`config.mk`:
```
export PLATFORM = sky130hd
export DESIGN_NAME = line_maintenance_control
export DESIGN_NICKNAME = d
export VERILOG_FILES = /design/src/verilog/lmc_pkg.sv /design/src/verilog/line_maintenance_control.sv
export VERILOG_INCLUDE_DIRS = /design/src /design/src/verilog
export SDC_FILE = /design/constraint.sdc
export NUM_CORES = 1
export LEC_CHECK = 0
export ABC_AREA = 1
export BUFFER_PORTS_ARGS = -buffer_cell sky130_fd_sc_hd__buf_2
export CAP_MARGIN = 20
export CELL_PAD_IN_SITES_DETAIL_PLACEMENT = 0
export CELL_PAD_IN_SITES_GLOBAL_PLACEMENT = 2
export CORE_ASPECT_RATIO = 2
export CORE_MARGIN = 2
export CORE_UTILIZATION = 35
export DETAILED_ROUTE_END_ITERATION = 6
export PLACE_DENSITY = 0.93
export SLEW_MARGIN = 20
export SYNTH_ARGS = -nofsm -noshare
export SYNTH_HDL_FRONTEND = slang
export SYNTH_SLANG_ARGS = --single-unit
```
`constraint.sdc`:
```
create_clock -name clk -period 1.9 [get_ports clk]
set_input_delay 0.095 -clock clk [delete_from_list [all_inputs] [get_ports clk]]
set_output_delay 0.095 -clock clk [all_outputs]
set_load 0.05 [all_outputs]
```
`src/verilog/lmc_map.svh`:
```
// register offsets, field positions and reset values of the line maintenance bank
`ifndef LMC_MAP_SVH
`define LMC_MAP_SVH

`define OFS_PATTERN_CTRL    8'h0A
`define OFS_LEN_CTRL        8'h0C
`define OFS_TX_CODE         8'h0D
`define OFS_ACT_CODE        8'h0E
`define OFS_DEACT_CODE      8'h0F
`define OFS_INS_CTRL        8'h10
`define OFS_EVENT_MASK      8'h11
`define OFS_EVENT_STATUS    8'h20
`define OFS_HOLD_LOW        8'h21
`define OFS_HOLD_HIGH       8'h22

`define RST_PATTERN         2'h0
`define RST_LEN_CTRL        8'h01
`define RST_TX_CODE         8'h01
`define RST_ACT_CODE        8'h01
`define RST_DEACT_CODE      8'h09
`define RST_INS_CTRL        8'h00
`define RST_EVENT_MASK      8'h7F

`define PATTERN_MSB         6
`define PATTERN_LSB         5
`define LEN_TX_MSB          5
`define LEN_TX_LSB          4
`define LEN_ACT_MSB         3
`define LEN_ACT_LSB         2
`define LEN_DEACT_MSB       1
`define LEN_DEACT_LSB       0
`define INS_VIOL_BIT        6
`define INS_LOGIC_BIT       5
`define INS_EXZ_RULE_BIT    4
`define INS_SRC_MSB         3
`define INS_SRC_LSB         2
`define INS_MODE_BIT        1
`define INS_TRF_BIT         0
`define LEN_CTRL_USED       8'h3F
`define INS_CTRL_USED       8'h7F
`define EVENT_USED          8'h7F

`define MIN_CODE_BITS       3'h4
`define COUNT_MAX           16'hFFFF

`endif

```
`src/verilog/lmc_pkg.sv`:
```
// types shared by the line maintenance bank
package lmc_pkg;

   typedef enum logic [1:0] {
      PAT_NORMAL = 2'b00,
      PAT_ONES   = 2'b01,
      PAT_PRBS   = 2'b10,
      PAT_LOOP   = 2'b11
   } pattern_e;

   typedef enum logic [1:0] {
      SRC_PRBS   = 2'b00,
      SRC_EXZ    = 2'b01,
      SRC_CV     = 2'b10,
      SRC_CV_EXZ = 2'b11
   } err_src_e;

   // repeating code and its length code (00..11 -> 5..8 bits)
   typedef struct packed {
      logic [7:0] code;
      logic [1:0] len;
   } code_cfg_s;

   typedef struct packed {
      logic prbs_err;
      logic exz_err;
      logic cv_err;
   } err_in_s;

   typedef struct packed {
      logic [7:0]  pattern_ctrl;
      logic [7:0]  len_ctrl;
      logic [7:0]  tx_code;
      logic [7:0]  act_code;
      logic [7:0]  deact_code;
      logic [7:0]  ins_ctrl;
      logic [7:0]  mask;
      logic [7:0]  status;
      logic [15:0] count;
      logic [15:0] hold;
      logic [7:0]  rdata;
      logic        irq;
      logic        viol_pulse;
      logic        logic_pulse;
      logic        loop_active;
      logic        prbs_active;
      logic [2:0]  bit_idx;
      logic        tx_bit;
   } state_s;

endpackage

```
`src/verilog/line_maintenance_control.sv`:
```
// line maintenance control bank: loop codes, error insertion, error counter, event masks
//
// What this block does
// transmit code length field picks 5-8 bits
// receive activate length field picks 5-8 bits
// receive deactivate length field, reset selects 6
// transmit loop code register, default 00001
// receive activate code register, default 00001
// receive deactivate code register, default 001001
// rising violation bit inserts exactly one violation
// rising logic-error bit inserts one pattern error
// excess-zero rule select, 0 ANSI, 1 FCC
// error source field chooses counted error kind
// report mode bit, 0 manual, 1 automatic
// rising transfer bit copies count, resets counter
// mask bits 6-4 gate detect events, reset masked
// mask bits 3-0 gate line alarms, reset masked
// pattern 11 sends loop code, 10 PRBS
// loop code repeats msb first without gaps
// automatic mode transfers count every second tick
//
// Chosen here: the strobed register port.
`timescale 1ns/100ps
`include "lmc_map.svh"

module line_maintenance_control (
   input  wire logic              clk,
   input  wire logic              rst_n,
   input  wire logic [7:0]        addr,
   input  wire logic [7:0]        wdata,
   input  wire logic              wr,
   input  wire logic              rd,
   output logic      [7:0]        rdata,
   input  wire logic [6:0]        line_events,
   input  wire lmc_pkg::err_in_s  err_in,
   input  wire logic              second_tick,
   input  wire logic              tx_bit_en,
   output logic                   tx_code_bit,
   output logic                   tx_loop_active,
   output logic                   tx_prbs_active,
   output logic                   violation_insert,
   output logic                   logic_error_insert,
   output logic                   excess_zero_rule_sel,
   output lmc_pkg::code_cfg_s     rx_activate_cfg,
   output lmc_pkg::code_cfg_s     rx_deactivate_cfg,
   output logic                   irq
);
   import lmc_pkg::*;

   state_s   s_q;
   state_s   s_d;
   logic     wr_ins;
   logic     trf_rise;
   logic     auto_trf;
   logic     count_inc;
   logic [2:0] msb_sel;
   err_src_e src;

   // outputs are plain flop fields
   assign rdata                = s_q.rdata;
   assign tx_code_bit          = s_q.tx_bit;
   assign tx_loop_active       = s_q.loop_active;
   assign tx_prbs_active       = s_q.prbs_active;
   assign violation_insert     = s_q.viol_pulse;
   assign logic_error_insert   = s_q.logic_pulse;
   // rule select handed to the detector
   assign excess_zero_rule_sel = s_q.ins_ctrl[`INS_EXZ_RULE_BIT];
   // activate code and length to the detector
   assign rx_activate_cfg      = {s_q.act_code, s_q.len_ctrl[`LEN_ACT_MSB:`LEN_ACT_LSB]};
   // deactivate code and length to the detector
   assign rx_deactivate_cfg    = {s_q.deact_code, s_q.len_ctrl[`LEN_DEACT_MSB:`LEN_DEACT_LSB]};
   assign irq                  = s_q.irq;

   // next state of the whole bank
   always_comb begin
      s_d         = s_q;
      wr_ins      = wr && (addr == `OFS_INS_CTRL);
      src         = err_src_e'(s_q.ins_ctrl[`INS_SRC_MSB:`INS_SRC_LSB]);
      // length code 00..11 maps to msb index 4..7
      msb_sel     = `MIN_CODE_BITS + {1'b0, s_q.len_ctrl[`LEN_TX_MSB:`LEN_TX_LSB]};
      // only a 0 to 1 write of the transfer bit acts
      trf_rise    = wr_ins && wdata[`INS_TRF_BIT] && !s_q.ins_ctrl[`INS_TRF_BIT];
      // timer expiry stands in for the write
      auto_trf    = second_tick && s_q.ins_ctrl[`INS_MODE_BIT];

      // counted error source
      case (src)
         SRC_PRBS:   count_inc = err_in.prbs_err;
         SRC_EXZ:    count_inc = err_in.exz_err;
         SRC_CV:     count_inc = err_in.cv_err;
         SRC_CV_EXZ: count_inc = err_in.cv_err || err_in.exz_err;
         default:    count_inc = 1'b0;
      endcase

      // single violation on a rising write of the bit
      s_d.viol_pulse  = wr_ins && wdata[`INS_VIOL_BIT] && !s_q.ins_ctrl[`INS_VIOL_BIT];
      // single logic error on a rising write of the bit
      s_d.logic_pulse = wr_ins && wdata[`INS_LOGIC_BIT] && !s_q.ins_ctrl[`INS_LOGIC_BIT];

      // register writes; reserved bits are never stored
      if (wr) begin
         case (addr)
            `OFS_PATTERN_CTRL: begin
               s_d.pattern_ctrl = '0;
               s_d.pattern_ctrl[`PATTERN_MSB:`PATTERN_LSB] = wdata[`PATTERN_MSB:`PATTERN_LSB];
            end
            `OFS_LEN_CTRL:    s_d.len_ctrl   = wdata & `LEN_CTRL_USED;
            `OFS_TX_CODE:     s_d.tx_code    = wdata;
            `OFS_ACT_CODE:    s_d.act_code   = wdata;
            `OFS_DEACT_CODE:  s_d.deact_code = wdata;
            `OFS_INS_CTRL:    s_d.ins_ctrl   = wdata & `INS_CTRL_USED;
            `OFS_EVENT_MASK:  s_d.mask       = wdata & `EVENT_USED;
            // write one to clear, a fresh event in the same cycle wins
            `OFS_EVENT_STATUS: s_d.status    = s_q.status & ~wdata;
            default: ;
         endcase
      end
      s_d.status = (s_d.status | {1'b0, line_events}) & `EVENT_USED;

      // masked events never raise the line (mask 1 = masked)
      // same gating for the alarm bits
      s_d.irq = |(s_d.status & ~s_d.mask);

      // pattern decode kept in flops
      s_d.loop_active = (s_d.pattern_ctrl[`PATTERN_MSB:`PATTERN_LSB] == PAT_LOOP);
      s_d.prbs_active = (s_d.pattern_ctrl[`PATTERN_MSB:`PATTERN_LSB] == PAT_PRBS);

      // copy and restart; an error in the same cycle is kept
      if (trf_rise || auto_trf) begin
         s_d.hold  = s_q.count;
         s_d.count = {15'h0000, count_inc};
      end else if (count_inc && s_q.count != `COUNT_MAX) begin
         // saturates rather than wrapping so an overrun stays visible
         s_d.count = s_q.count + 16'h0001;
      end

      // msb of the selected bits first, wrap with no gap
      if (!s_q.loop_active) begin
         s_d.bit_idx = msb_sel;
      end else if (tx_bit_en) begin
         // only the selected low bits of the code are sent
         s_d.tx_bit  = s_q.tx_code[s_q.bit_idx];
         s_d.bit_idx = (s_q.bit_idx == 3'h0) ? msb_sel : s_q.bit_idx - 3'h1;
      end

      // read data stands only in the cycle after the strobe
      s_d.rdata = 8'h00;
      if (rd) begin
         case (addr)
            `OFS_PATTERN_CTRL: s_d.rdata = s_q.pattern_ctrl;
            `OFS_LEN_CTRL:     s_d.rdata = s_q.len_ctrl;
            `OFS_TX_CODE:      s_d.rdata = s_q.tx_code;
            `OFS_ACT_CODE:     s_d.rdata = s_q.act_code;
            `OFS_DEACT_CODE:   s_d.rdata = s_q.deact_code;
            `OFS_INS_CTRL:     s_d.rdata = s_q.ins_ctrl;
            `OFS_EVENT_MASK:   s_d.rdata = s_q.mask;
            `OFS_EVENT_STATUS: s_d.rdata = s_q.status;
            `OFS_HOLD_LOW:     s_d.rdata = s_q.hold[7:0];
            `OFS_HOLD_HIGH:    s_d.rdata = s_q.hold[15:8];
            default:           s_d.rdata = 8'h00;
         endcase
      end
   end

   // state register
   always_ff @(posedge clk or negedge rst_n) begin
      if (!rst_n) begin
         s_q              <= '0;
         s_q.pattern_ctrl[`PATTERN_MSB:`PATTERN_LSB] <= `RST_PATTERN;
         // transmit length 00, R2: activate 00, R3: deactivate 01
         s_q.len_ctrl     <= `RST_LEN_CTRL;
         // transmit code 00001
         s_q.tx_code      <= `RST_TX_CODE;
         // activate pattern 00001
         s_q.act_code     <= `RST_ACT_CODE;
         // deactivate pattern 001001
         s_q.deact_code   <= `RST_DEACT_CODE;
         // manual report mode after reset
         s_q.ins_ctrl     <= `RST_INS_CTRL;
         // every mask bit set
         s_q.mask         <= `RST_EVENT_MASK;
         s_q.bit_idx      <= `MIN_CODE_BITS;
      end else begin
         s_q <= s_d;
      end
   end
endmodule

```
==> impl_metrics.py, run 1 <==
metrics = {
    "setup_path": {
        "critPathTopFamily": "simple AND/OR/NAND/NOR gates",
        "worst-path-stages": 10,
        "slowest_delay_ns": 0.45,
        "critPathCapture": "s_q[37]",
        "crit_chain": "ha_4 > nand3_1 > nor2_2 > nand3_1 > nand2_4 > inv_2 > nor2_8 > buf_4 > nand2_1 > o31ai_1",
        "crit_buf_inv": 2,
        "ff2ff_setup_slack_ns": 0.13,
        "slowest_stage": "dfrtp_1",
        "critPathCaptureType": "flop",
        "path_common_cell": "nand3_1",
        "reg2reg_depth": 10,
        "rr_endpoint": "s_q[37]",
        "critical_path_arrival_ns": 2.03,
        "worstSetupPathType": "reg -> reg",
        "critPathLaunchType": "flop",
        "cp_data_required_time_ns": 2.16,
        "crit_start": "s_q[33]",
        "cp_max_fo": 9,
        "r2r_start": "s_q[33]",
    },
    "drt": {
        "drtPass1Iterations": 5,
        "ant_nets": 0,
        "vias": 4784,
        "drc": 0,
        "wire_per_inst_um": 17.1,
        "routed_wirelength_um": 16600,
        "vias_per_cell": 4.93,
        "first_iter_violations": 265,
    },
    "logic_synthesis": {
        "yosysSeqAreaShare": 0.467,
        "synthesis.area_sq_mm": 0.00556,
        "synth_top_cell_by_area": "dfrtp_1",
        "synth_cell_type_count": 42,
        "ys_ff_latch": 103,
        "syn_inst": 696,
        "synth_compound_area_frac": 0.100,
        "yosys_most_used_dff": "dfrtp_1",
        "synth-xor-area-share": 0.0126,
        "syn_nets": 731,
        "synth_top_family_by_area": "simple AND/OR/NAND/NOR gates",
        "synthArstFlopShare": 1.00,
        "synth-edff-count": 0,
        "ys_top_cells_by_area": "dfrtp_1 (41%), nand2_1 (14%), dfstp_2 (6.1%)",
        "synth-adder-area-share": 0.00676,
        "yosys.area.top_type_share": 0.405,
        "syn_avg_cell_area_sq_um": 7.98,
        "synth_warnings": 0,
        "synthSimpleGateAreaFrac": 0.301,
        "synthMuxAreaShare": 0,
    },
    "clock_network": {
        "clock_sinks": 103,
        "cts.htree.levels": 3,
        "clk_latency_ns": 0.35,
        "numCtsBuffers": 9,
        "cts.clk_slew.worst_paths_ns": 0.08,
        "tritoncts": "yes",
        "ctsLongestPathBuffers": 2,
        "root_buffer": "clkbuf_16",
    },
    "sta": {
        "relSlewSlack": 0.567,
        "fin_worst_skew_ns": 0.0112,
        "maxSlewViolCount": 0,
        "worst_pin_slew_ns": 0.649,
        "setup_violations": 0,
        "min_period_over_period": 0.929,
        "rsz0062_at_grt": "false",
        "whs_ns": 0.000650,
        "hold_violations": 0,
        "fin_crit_ns": 1.77,
        "fmax_ghz": 0.566,
    },
    "floorplanning": {
        "die_h_um": 182,
        "row_count": 65,
        "num_io_pins": 67,
        "initial_core_util": 0.354,
        "fp.coreArea_sq_mm": 0.0157,
        "die_area_sq_mm": 0.0170,
        "die_width_um": 93.1,
    },
    "layout": {
        "final_area_sq_mm": 0.00651,
        "fillCellCount": 1629,
        "fin_cells": 971,
        "area_delta_synth_final_pct": 17.2,
        "drive_gt1_frac": 0.221,
        "diodes": 0,
        "final_util": 0.415,
        "nets": 800,
    },
    "grt": {
        "antenna_found_initial": 0,
        "grt_usage": 0.204,
        "grt-busiest-layer": "met2",
        "use_met3": 0.0281,
        "gr-total-overflow": 0,
        "grt_pass1_wl_um": 26300,
        "use_met2": 0.406,
        "grt_pass1_vias": 4993,
        "grt_max_degree": 47,
        "met1_usage": 0.204,
    },
    "placement": {
        "gp_congestion": 0.913,
        "port_buffers": 66,
        "dp.cells": 942,
        "placed_cell_area_sq_mm": 0.00599,
        "dp_hpwl_um": 13400,
    },
    "outcome": {
        "outcome": "finished, final reports clean",
    },
    "hold_path": {
        "min-delay-path-class": "in -> reg",
    },
    "power_and_ir_drop": {
        "peakVddDrop_mv": 0.496,
        "power_density_mw_per_mm2": 914,
        "power.leakage_nw": 3.27,
    },
    "run": {
        "cap_violations": 0,
    },
}
[cells by family after synthesis]
kind of cell,count (synthesis)
fa+ha+maj,3
compound gates,94
simple gates,371
flops,103
buf+inv,117
xor+xnor,8
[synthesized netlist by cell type (7+ instances only)]
library cell / instances
nand2_1: 201
dfrtp_1: 90
inv_1: 66
nor2_1: 65
nand3_1: 57
o21ai_0: 45
buf_4: 29
a21oi_1: 16
dfstp_2: 13
o21ai_2: 12
nand2_2: 9
nor3_1: 9
buf_2: 7
inv_2: 7
xor2_1: 7
[layout make-up]
type | count | area (sq um) | share of cell area
flip-flops and latches | 103 | 2590 | 0.398
multi-input cells | 476 | 2350 | 0.362
repair buffers | 101 | 638 | 0.0980
inverters | 74 | 285 | 0.0438
well taps | 201 | 251 | 0.0386
clock buffers | 10 | 229 | 0.0352
clock inverters | 6 | 158 | 0.0242
[power by group]
group	switching, mW	total (mW)	internal [mW]
logic	0.588	0.959	0.371
registers	0.185	2.61	2.43
clock network	0.824	2.38	1.56
total	1.60	5.95	4.36
[routing by layer]
metal  vias to the layer above  share of wire
li1                       2345              -
met2                       125           0.59
met1                      2276           0.35
met3                        38          0.027
met5                         -              0
met4                         0          0.041
[worst min-delay path by stage]
stage | endpoint | from | cells past startpoint
2_1_floorplan | asynchronous set/reset pin | rst_n | 0
3_3_place_gp | s_q[17] | rst_n | 1
3_5_place_dp | s_q[17] | rst_n | 1
4_1_cts | s_q[52] | line_events[3] | 3
5_1_grt | s_q[52] | line_events[3] | 3
6_report | s_q[52] | line_events[3] | 3
[stage by stage]
step	power, mW	setup WS, ns	setup TNS, ns
2_1_floorplan	3.22	0.381	0
3_3_place_gp	3.50	0.000460	0
5_1_grt	6.21	0.00359	0
4_1_cts	5.92	0.0825	0
6_report	5.95	0.134	0
3_5_place_dp	3.54	-0.0669	-0.0908
[cell usage in the layout (no fill, tap or decap), drive strengths merged]
cell type      n
a21oi         16
buf           94
bufinv         5
clkbuf        10
clkinvlp       1
dfrtp         90
dfstp         13
dlygate4sd3    7
ha             3
inv           74
nand2        214
nand3         62
nand3b         6
nand4          7
nor2          71
nor3           9
nor4           1
o211ai         3
o21a           1
o21ai         62
o21bai         1
o221ai         2
o22ai          6
o31ai          3
or2            1
xnor2          1
xor2           7
[sequential cells by signal (all words and copies together) (netlist names), named ones only]
| name | flops |
|---|---|
| tx_prbs_active | 1 |
| rx_activate_cfg | 10 |
| tx_loop_active | 1 |
| violation_insert | 1 |
| tx_code_bit | 1 |
| rdata | 8 |
| irq | 1 |
| s_q | 67 |
| rx_deactivate_cfg | 10 |
| excess_zero_rule_sel | 1 |
| logic_error_insert | 1 |
[worst register-to-register path, cell delays in order (launching register included)]
cell	delay [ns]
dfrtp_1	0.45
ha_4	0.19
nand3_1	0.08
nor2_2	0.15
nand3_1	0.14
nand2_4	0.14
inv_2	0.11
nor2_8	0.19
buf_4	0.13
nand2_1	0.04
o31ai_1	0.06
[timing repair]
action | CTS | global route
buffers inserted | 0 | 6
endpoints found under the hold margin | 40 | 0
gates resized for setup | 0 | 3
hold buffers | 7 | 0
endpoints found under the setup margin | 0 | 9
Power figures use the tool's default switching activity.
==> run 2: changes to the inputs <==
Settings changed: PLACE_DENSITY 0.93 to 0.84.
==> run 2 against run 1 <==
  * Sequential share of layout area increased by 0.87 points
  * First-iteration DRC count decreased by 11%
  * Global-route usage about the same
  * Die area unchanged
  * Count of clock-buffer cells in the layout unchanged
  * Combinational power decreased by 4.7%
  * Cell area decreased by 2.1%
  * Sequential cell count unchanged
==> impl_metrics.py, run 2 (same netlist as run 1, synthesis figures left out) <==
metrics = {
    "outcome": {
        "outcome": "finished, final reports clean",
    },
    "drt": {
        "ant_nets": 0,
        "routed_wirelength_um": 16500,
        "first_iter_violations": 237,
        "wire_per_inst_um": 17.1,
        "vias_per_cell": 4.88,
        "drc": 0,
        "drtPass1Iterations": 4,
        "vias": 4704,
    },
    "grt": {
        "antenna_found_initial": 0,
        "use_met3": 0.0248,
        "grt-busiest-layer": "met2",
        "grt_max_degree": 48,
        "grt_pass1_vias": 4920,
        "use_met2": 0.402,
        "grt_pass1_wl_um": 26300,
        "grt_usage": 0.205,
        "met1_usage": 0.205,
        "gr-total-overflow": 0,
    },
    "sta": {
        "fin_crit_ns": 1.75,
        "fmax_ghz": 0.573,
        "setup_violations": 0,
        "maxSlewViolCount": 0,
        "min_period_over_period": 0.919,
        "hold_violations": 0,
        "worst_pin_slew_ns": 0.625,
        "relSlewSlack": 0.580,
        "fin_worst_skew_ns": 0.00857,
    },
    "layout": {
        "layout_commonest_cell": "nand2_1",
        "diodes": 0,
        "nets": 793,
        "drive_gt1_frac": 0.214,
        "area_delta_synth_final_pct": 14.7,
        "fillCellCount": 1663,
        "layout_common_cells": "nand2_1 (201), dfrtp_1 (90), inv_1 (66)",
        "regMostFlops": "s_q",
        "largest_reg_flops": 67,
        "fin_cells": 964,
    },
    "clock_network": {
        "clk_latency_ns": 0.35,
        "ctsLongestPathBuffers": 2,
        "root_buffer": "clkbuf_16",
        "cts.clk_slew.worst_paths_ns": 0.08,
        "cts.htree.levels": 3,
        "numCtsBuffers": 9,
        "tritoncts": "yes",
        "clock_sinks": 103,
    },
    "hold_path": {
        "hp-start": "line_events[2]",
        "min-delay-path-class": "in -> reg",
    },
    "setup_path": {
        "crit_buf_inv": 2,
        "critPathLaunchType": "flop",
        "crit_chain": "ha_2 > nand3_1 > nor2_2 > nand3_1 > nand2_4 > inv_2 > nor2_8 > inv_2 > nand2_1 > nand2_1",
        "cp_data_required_time_ns": 2.14,
        "slowest_stage": "dfrtp_1",
        "critical_path_arrival_ns": 1.98,
        "r2r_start": "s_q[33]",
        "critPathTopFamily": "simple AND/OR/NAND/NOR gates",
        "slowest_delay_ns": 0.40,
        "crit_start": "s_q[33]",
        "critPathCaptureType": "flop",
        "cp_max_fo": 10,
        "worstSetupPathType": "reg -> reg",
    },
    "floorplanning": {
        "die_h_um": 182,
        "die_width_um": 93.1,
        "fp.coreArea_sq_mm": 0.0157,
        "row_count": 65,
        "num_io_pins": 67,
        "die_area_sq_mm": 0.0170,
        "initial_core_util": 0.354,
    },
    "power_and_ir_drop": {
        "peakVddDrop_mv": 0.423,
        "power.leakage_nw": 3.20,
        "power_mw": 5.54,
        "power_density_mw_per_mm2": 869,
    },
    "placement": {
        "dp.cells": 939,
        "dp_hpwl_um": 13300,
        "gp_congestion": 0.916,
        "port_buffers": 66,
    },
    "run": {
        "cap_violations": 0,
    },
}
-- run 2: changes by cell type in the layout (fill, tap and decap cells not counted) --
| cell | previous run | this run |
|---|---|---|
| ha_2 | 0 | 1 |
| buf_4 | 27 | 21 |
| bufinv_16 | 5 | 2 |
| buf_12 | 2 | 1 |
| ha_4 | 1 | 0 |
| clkinvlp_4 | 1 | 3 |
| inv_8 | 1 | 2 |
-- run 2: cell type report --
cell class                      instances  area, sq um  area share
Inverter                               74          285      0.0448
Tap cell                              201          251      0.0395
Clock inverter                          6         93.8      0.0147
Clock buffer                           10          229      0.0359
Sequential cell                       103         2590       0.407
Multi-Input combinational cell        476         2340       0.368
Timing Repair Buffer                   94          573      0.0899
-- run 2: routing by layer --
metal  vias up  routed length, um
li1       2334                  -
met1      2243               5790
met2        88               9530
met3        39                421
met4         0                740
met5         -                  0
-- run 2: power breakdown --
part           internal, mW  switching, mW
clock network          1.17          0.857
registers              2.43          0.171
logic                 0.342          0.572
-- run 2: what timing repair did --
action                                 4_1_cts  5_1_grt
gates resized for setup                      0        2
endpoints found under the hold margin       26        0
buffers inserted                             0        2
setup endpoints to repair                    0        9
hold buffers                                 7        0
-- run 2: worst reg2reg max path, cell delays in order, from the launching register on --
cell     delay, ns
dfrtp_1       0.40
ha_2          0.24
nand3_1       0.09
nor2_2        0.15
nand3_1       0.13
nand2_4       0.14
inv_2         0.12
nor2_8        0.18
inv_2         0.07
nand2_1       0.07
nand2_1       0.05
-- run 2: path summary, 6_finish.rpt --
check / endpoint / slack [ns] / cells past startpoint
max in group asynchronous: rx_deactivate_cfg[5] / 0.91 / 3
max: s_q[46] / 0.15 / 10
min reg2reg: tx_code_bit / 0.48 / 2
min: s_q[51] / 0.002 / 3
min in group asynchronous: tx_loop_active / 0.24 / 2
max reg2reg: s_q[46] / 0.15 / 10
-- run 2: stage by stage --
step	setup TNS (ns)	util	area [sq um]	hold WS [ns]	worst slack, ns
final	0	0.406	6370	0.00224	0.154
after global routing	-0.0122	0.406	6370	0.0102	-0.0122
after CTS	0	0.404	6350	0.0000794	0.0329
after detailed placement	-0.0242	0.379	5960	0.0753	-0.0242
after global placement	0	0.379	5960	0.0752	0.0259
after floorplan	0	-	5560	-0.201	0.381
==> run 3: changes to the inputs <==
Settings changed: ABC_AREA 1 to 0, CORE_UTILIZATION 35 to 38, PLACE_DENSITY 0.84 to 0.83.
==> run 3 against run 2 <==
  * Cell area fell by 4.2%
  * Global-route usage shrank 2.7 points
  * Sequential cell count stayed put
  * Clock power is essentially flat
  * Sequential power rose by 4%
  * Via count fell by 19%
  * Count of clock-buffer cells in the layout rose by 1
  * Core utilization grew 3.8 points
  * First-iteration DRC count down 16%
  * Largest cell class unchanged
  * Largest power group unchanged
==> impl_metrics.py, run 3 <==
metrics = {
    "outcome": {
        "outcome": "finished, final reports clean",
    },
    "layout": {
        "layout_common_cells": "dfrtp_1 (89), nand2_1 (69), buf_2 (65)",
        "diodes": 0,
        "nets": 587,
        "regMostFlops": "s_q",
        "drive_gt1_frac": 0.338,
        "area_delta_synth_final_pct": 15.5,
        "layout_commonest_cell": "dfrtp_1",
        "fin_cells": 714,
        "final_util": 0.444,
        "largest_reg_flops": 67,
    },
    "power_and_ir_drop": {
        "peakVddDrop_mv": 0.485,
        "power.leakage_nw": 2.92,
        "power_mw": 5.69,
        "power_density_mw_per_mm2": 932,
    },
    "floorplanning": {
        "die_h_um": 171,
        "initial_core_util": 0.385,
        "num_io_pins": 67,
        "die_area_sq_mm": 0.0149,
        "fp.coreArea_sq_mm": 0.0137,
        "die_width_um": 87.4,
        "row_count": 61,
    },
    "clock_network": {
        "clock_sinks": 103,
        "ctsLongestPathBuffers": 2,
        "cts.clk_slew.worst_paths_ns": 0.07,
        "clk_latency_ns": 0.35,
        "cts.htree.levels": 3,
        "tritoncts": "yes",
        "numCtsBuffers": 9,
        "root_buffer": "clkbuf_16",
    },
    "logic_synthesis": {
        "synth_top_cell_by_area": "dfrtp_1",
        "yosysSeqAreaShare": 0.491,
        "syn_nets": 530,
        "synth_most_common_cell": "dfrtp_1",
        "ys_ff_latch": 103,
        "syn_inst": 495,
        "synth_cell_type_count": 62,
        "synth-edff-count": 0,
        "yosys_most_used_dff": "dfrtp_1",
        "yosys.area.top_type_share": 0.426,
        "synth_commonest_cells": "dfrtp_1 (90), nand2_1 (69), mux2_2 (45), buf_4 (33), nor2_1 (28)",
        "ys_top_cells_by_area": "dfrtp_1 (43%), mux2_2 (9.6%), dfstp_2 (6.5%)",
        "synth_warnings": 0,
        "synthArstFlopShare": 1.00,
        "syn_avg_cell_area_sq_um": 10.7,
        "synthesis.area_sq_mm": 0.00528,
    },
    "drt": {
        "first_iter_violations": 199,
        "wl_met3_um": 401,
        "wire_per_inst_um": 17.9,
        "routed_wirelength_um": 12800,
        "wl_met1_um": 5840,
        "ant_nets": 0,
        "vias": 3818,
        "vias_per_cell": 5.35,
        "drc": 0,
        "highest_layer": "met4",
        "drtPass1Iterations": 4,
        "dr_wl_met2_um": 6290,
    },
    "setup_path": {
        "critPathLaunchType": "flop",
        "worstSetupPathType": "reg -> reg",
        "cp_max_fo": 5,
        "crit_chain": "ha_1 > nand2_1 > or3_4 > or4_1 > a21oi_1",
        "critical_path_arrival_ns": 2.02,
        "slowest_stage": "or4_1",
        "cp_data_required_time_ns": 2.17,
        "critPathCaptureType": "flop",
        "slowest_delay_ns": 0.41,
    },
    "sta": {
        "final.setup.worst_slack_ns": 0.146,
        "min_period_over_period": 0.923,
        "fin_crit_ns": 1.75,
        "rsz0062_at_grt": "false",
        "maxSlewViolCount": 0,
        "fin_worst_skew_ns": 0.0106,
        "worst_pin_slew_ns": 0.480,
        "fmax_ghz": 0.570,
        "finalSetupTns_ns": 0,
        "relSlewSlack": 0.672,
        "hold_violations": 0,
        "setup_violations": 0,
    },
    "grt": {
        "grt_pass1_vias": 3812,
        "gr-total-overflow": 0,
        "grt_usage": 0.178,
        "grt_max_degree": 52,
        "grt_pass1_wl_um": 20400,
        "antenna_found_initial": 0,
    },
    "placement": {
        "detailedPlace.worstSlack_ns": 0.113,
        "dp.cells": 694,
        "dp_hpwl_um": 9270,
        "port_buffers": 66,
        "gp_congestion": 0.821,
    },
    "hold_path": {
        "min-delay-path-class": "in -> reg",
    },
    "run": {
        "cap_violations": 0,
    },
}
run 3: cell types whose count changed in the layout (fill, tap and decap cells not counted), sizes merged, moves of 8 or more:
cell	before	now
nand2	214	70
inv	75	19
nand3	62	11
o21ai	62	14
mux2	0	46
nor2	71	28
mux2i	0	18
a31oi	0	13
and3	0	8
run 3: what timing repair did:
action / CTS / global route
buffers inserted: 0 / 1
resized for setup: 0 / 7
hold buffers: 3 / 0
endpoints found under the hold margin: 30 / 0
endpoints found under the setup margin: 0 / 14
run 3: layer usage:
metal	GRT usage	up-vias
met5	0	-
met3	0.0251	13
met4	0.0602	0
li1	-	1842
met2	0.284	90
met1	0.246	1873
run 3: power breakdown:
part / switching [mW] / internal (mW)
clock network: 0.828 / 1.19
registers: 0.234 / 2.48
logic: 0.546 / 0.407
total: 1.61 / 4.08
run 3: worst paths after layout:
check                          startpoint            endpoint  slack [ns]  cells after the start
setup reg to reg                  s_q[34]             s_q[47]        0.15                      5
max in group asynchronous           rst_n             s_q[38]        0.95                      3
hold / removal             line_events[1]             s_q[50]        0.03                      3
hold reg to reg                   s_q[71]    violation_insert        0.46                      1
setup / recovery                  s_q[34]             s_q[47]        0.15                      5
min in group asynchronous           rst_n  rx_activate_cfg[7]        0.23                      2
run 3: area by class of cell:
type	count	area, sq um
Clock buffer	11	243
Clock inverter	5	81.3
Fill cell	1351	7640
Inverter	19	71.3
Multi-Input combinational cell	322	2300
Sequential cell	103	2590
Tap cell	157	196
Timing Repair Buffer	97	611
run 3: critical path, delay by kind of cell (launching register included):
kind            cells  cell delay, ns
simple gates        3            0.95
flops               1            0.39
fa+ha+maj           1            0.20
compound gates      1            0.15
run 3: per-stage QoR:
step,cell area [sq um],hold WS (ns)
floorplan,5280,-0.201
global placement,5710,0.0763
detailed placement,5710,0.0731
CTS,6070,0.0171
global route,6100,0.0473
finish,6100,0.0309
run 3: cell families (layout without fill, tap and decap cells):
family / after synthesis / after routing / synth area share
AO/OA/AOI/OAI: 78 / 78 / 0.103
XOR/XNOR: 8 / 8 / 0.0133
adder cells (fa/ha/maj): 3 / 3 / 0.00711
buffers and inverters: 70 / 132 / 0.0777
flip-flops: 103 / 103 / 0.491
multiplexers: 69 / 69 / 0.153
AND/OR/NAND/NOR: 164 / 164 / 0.154
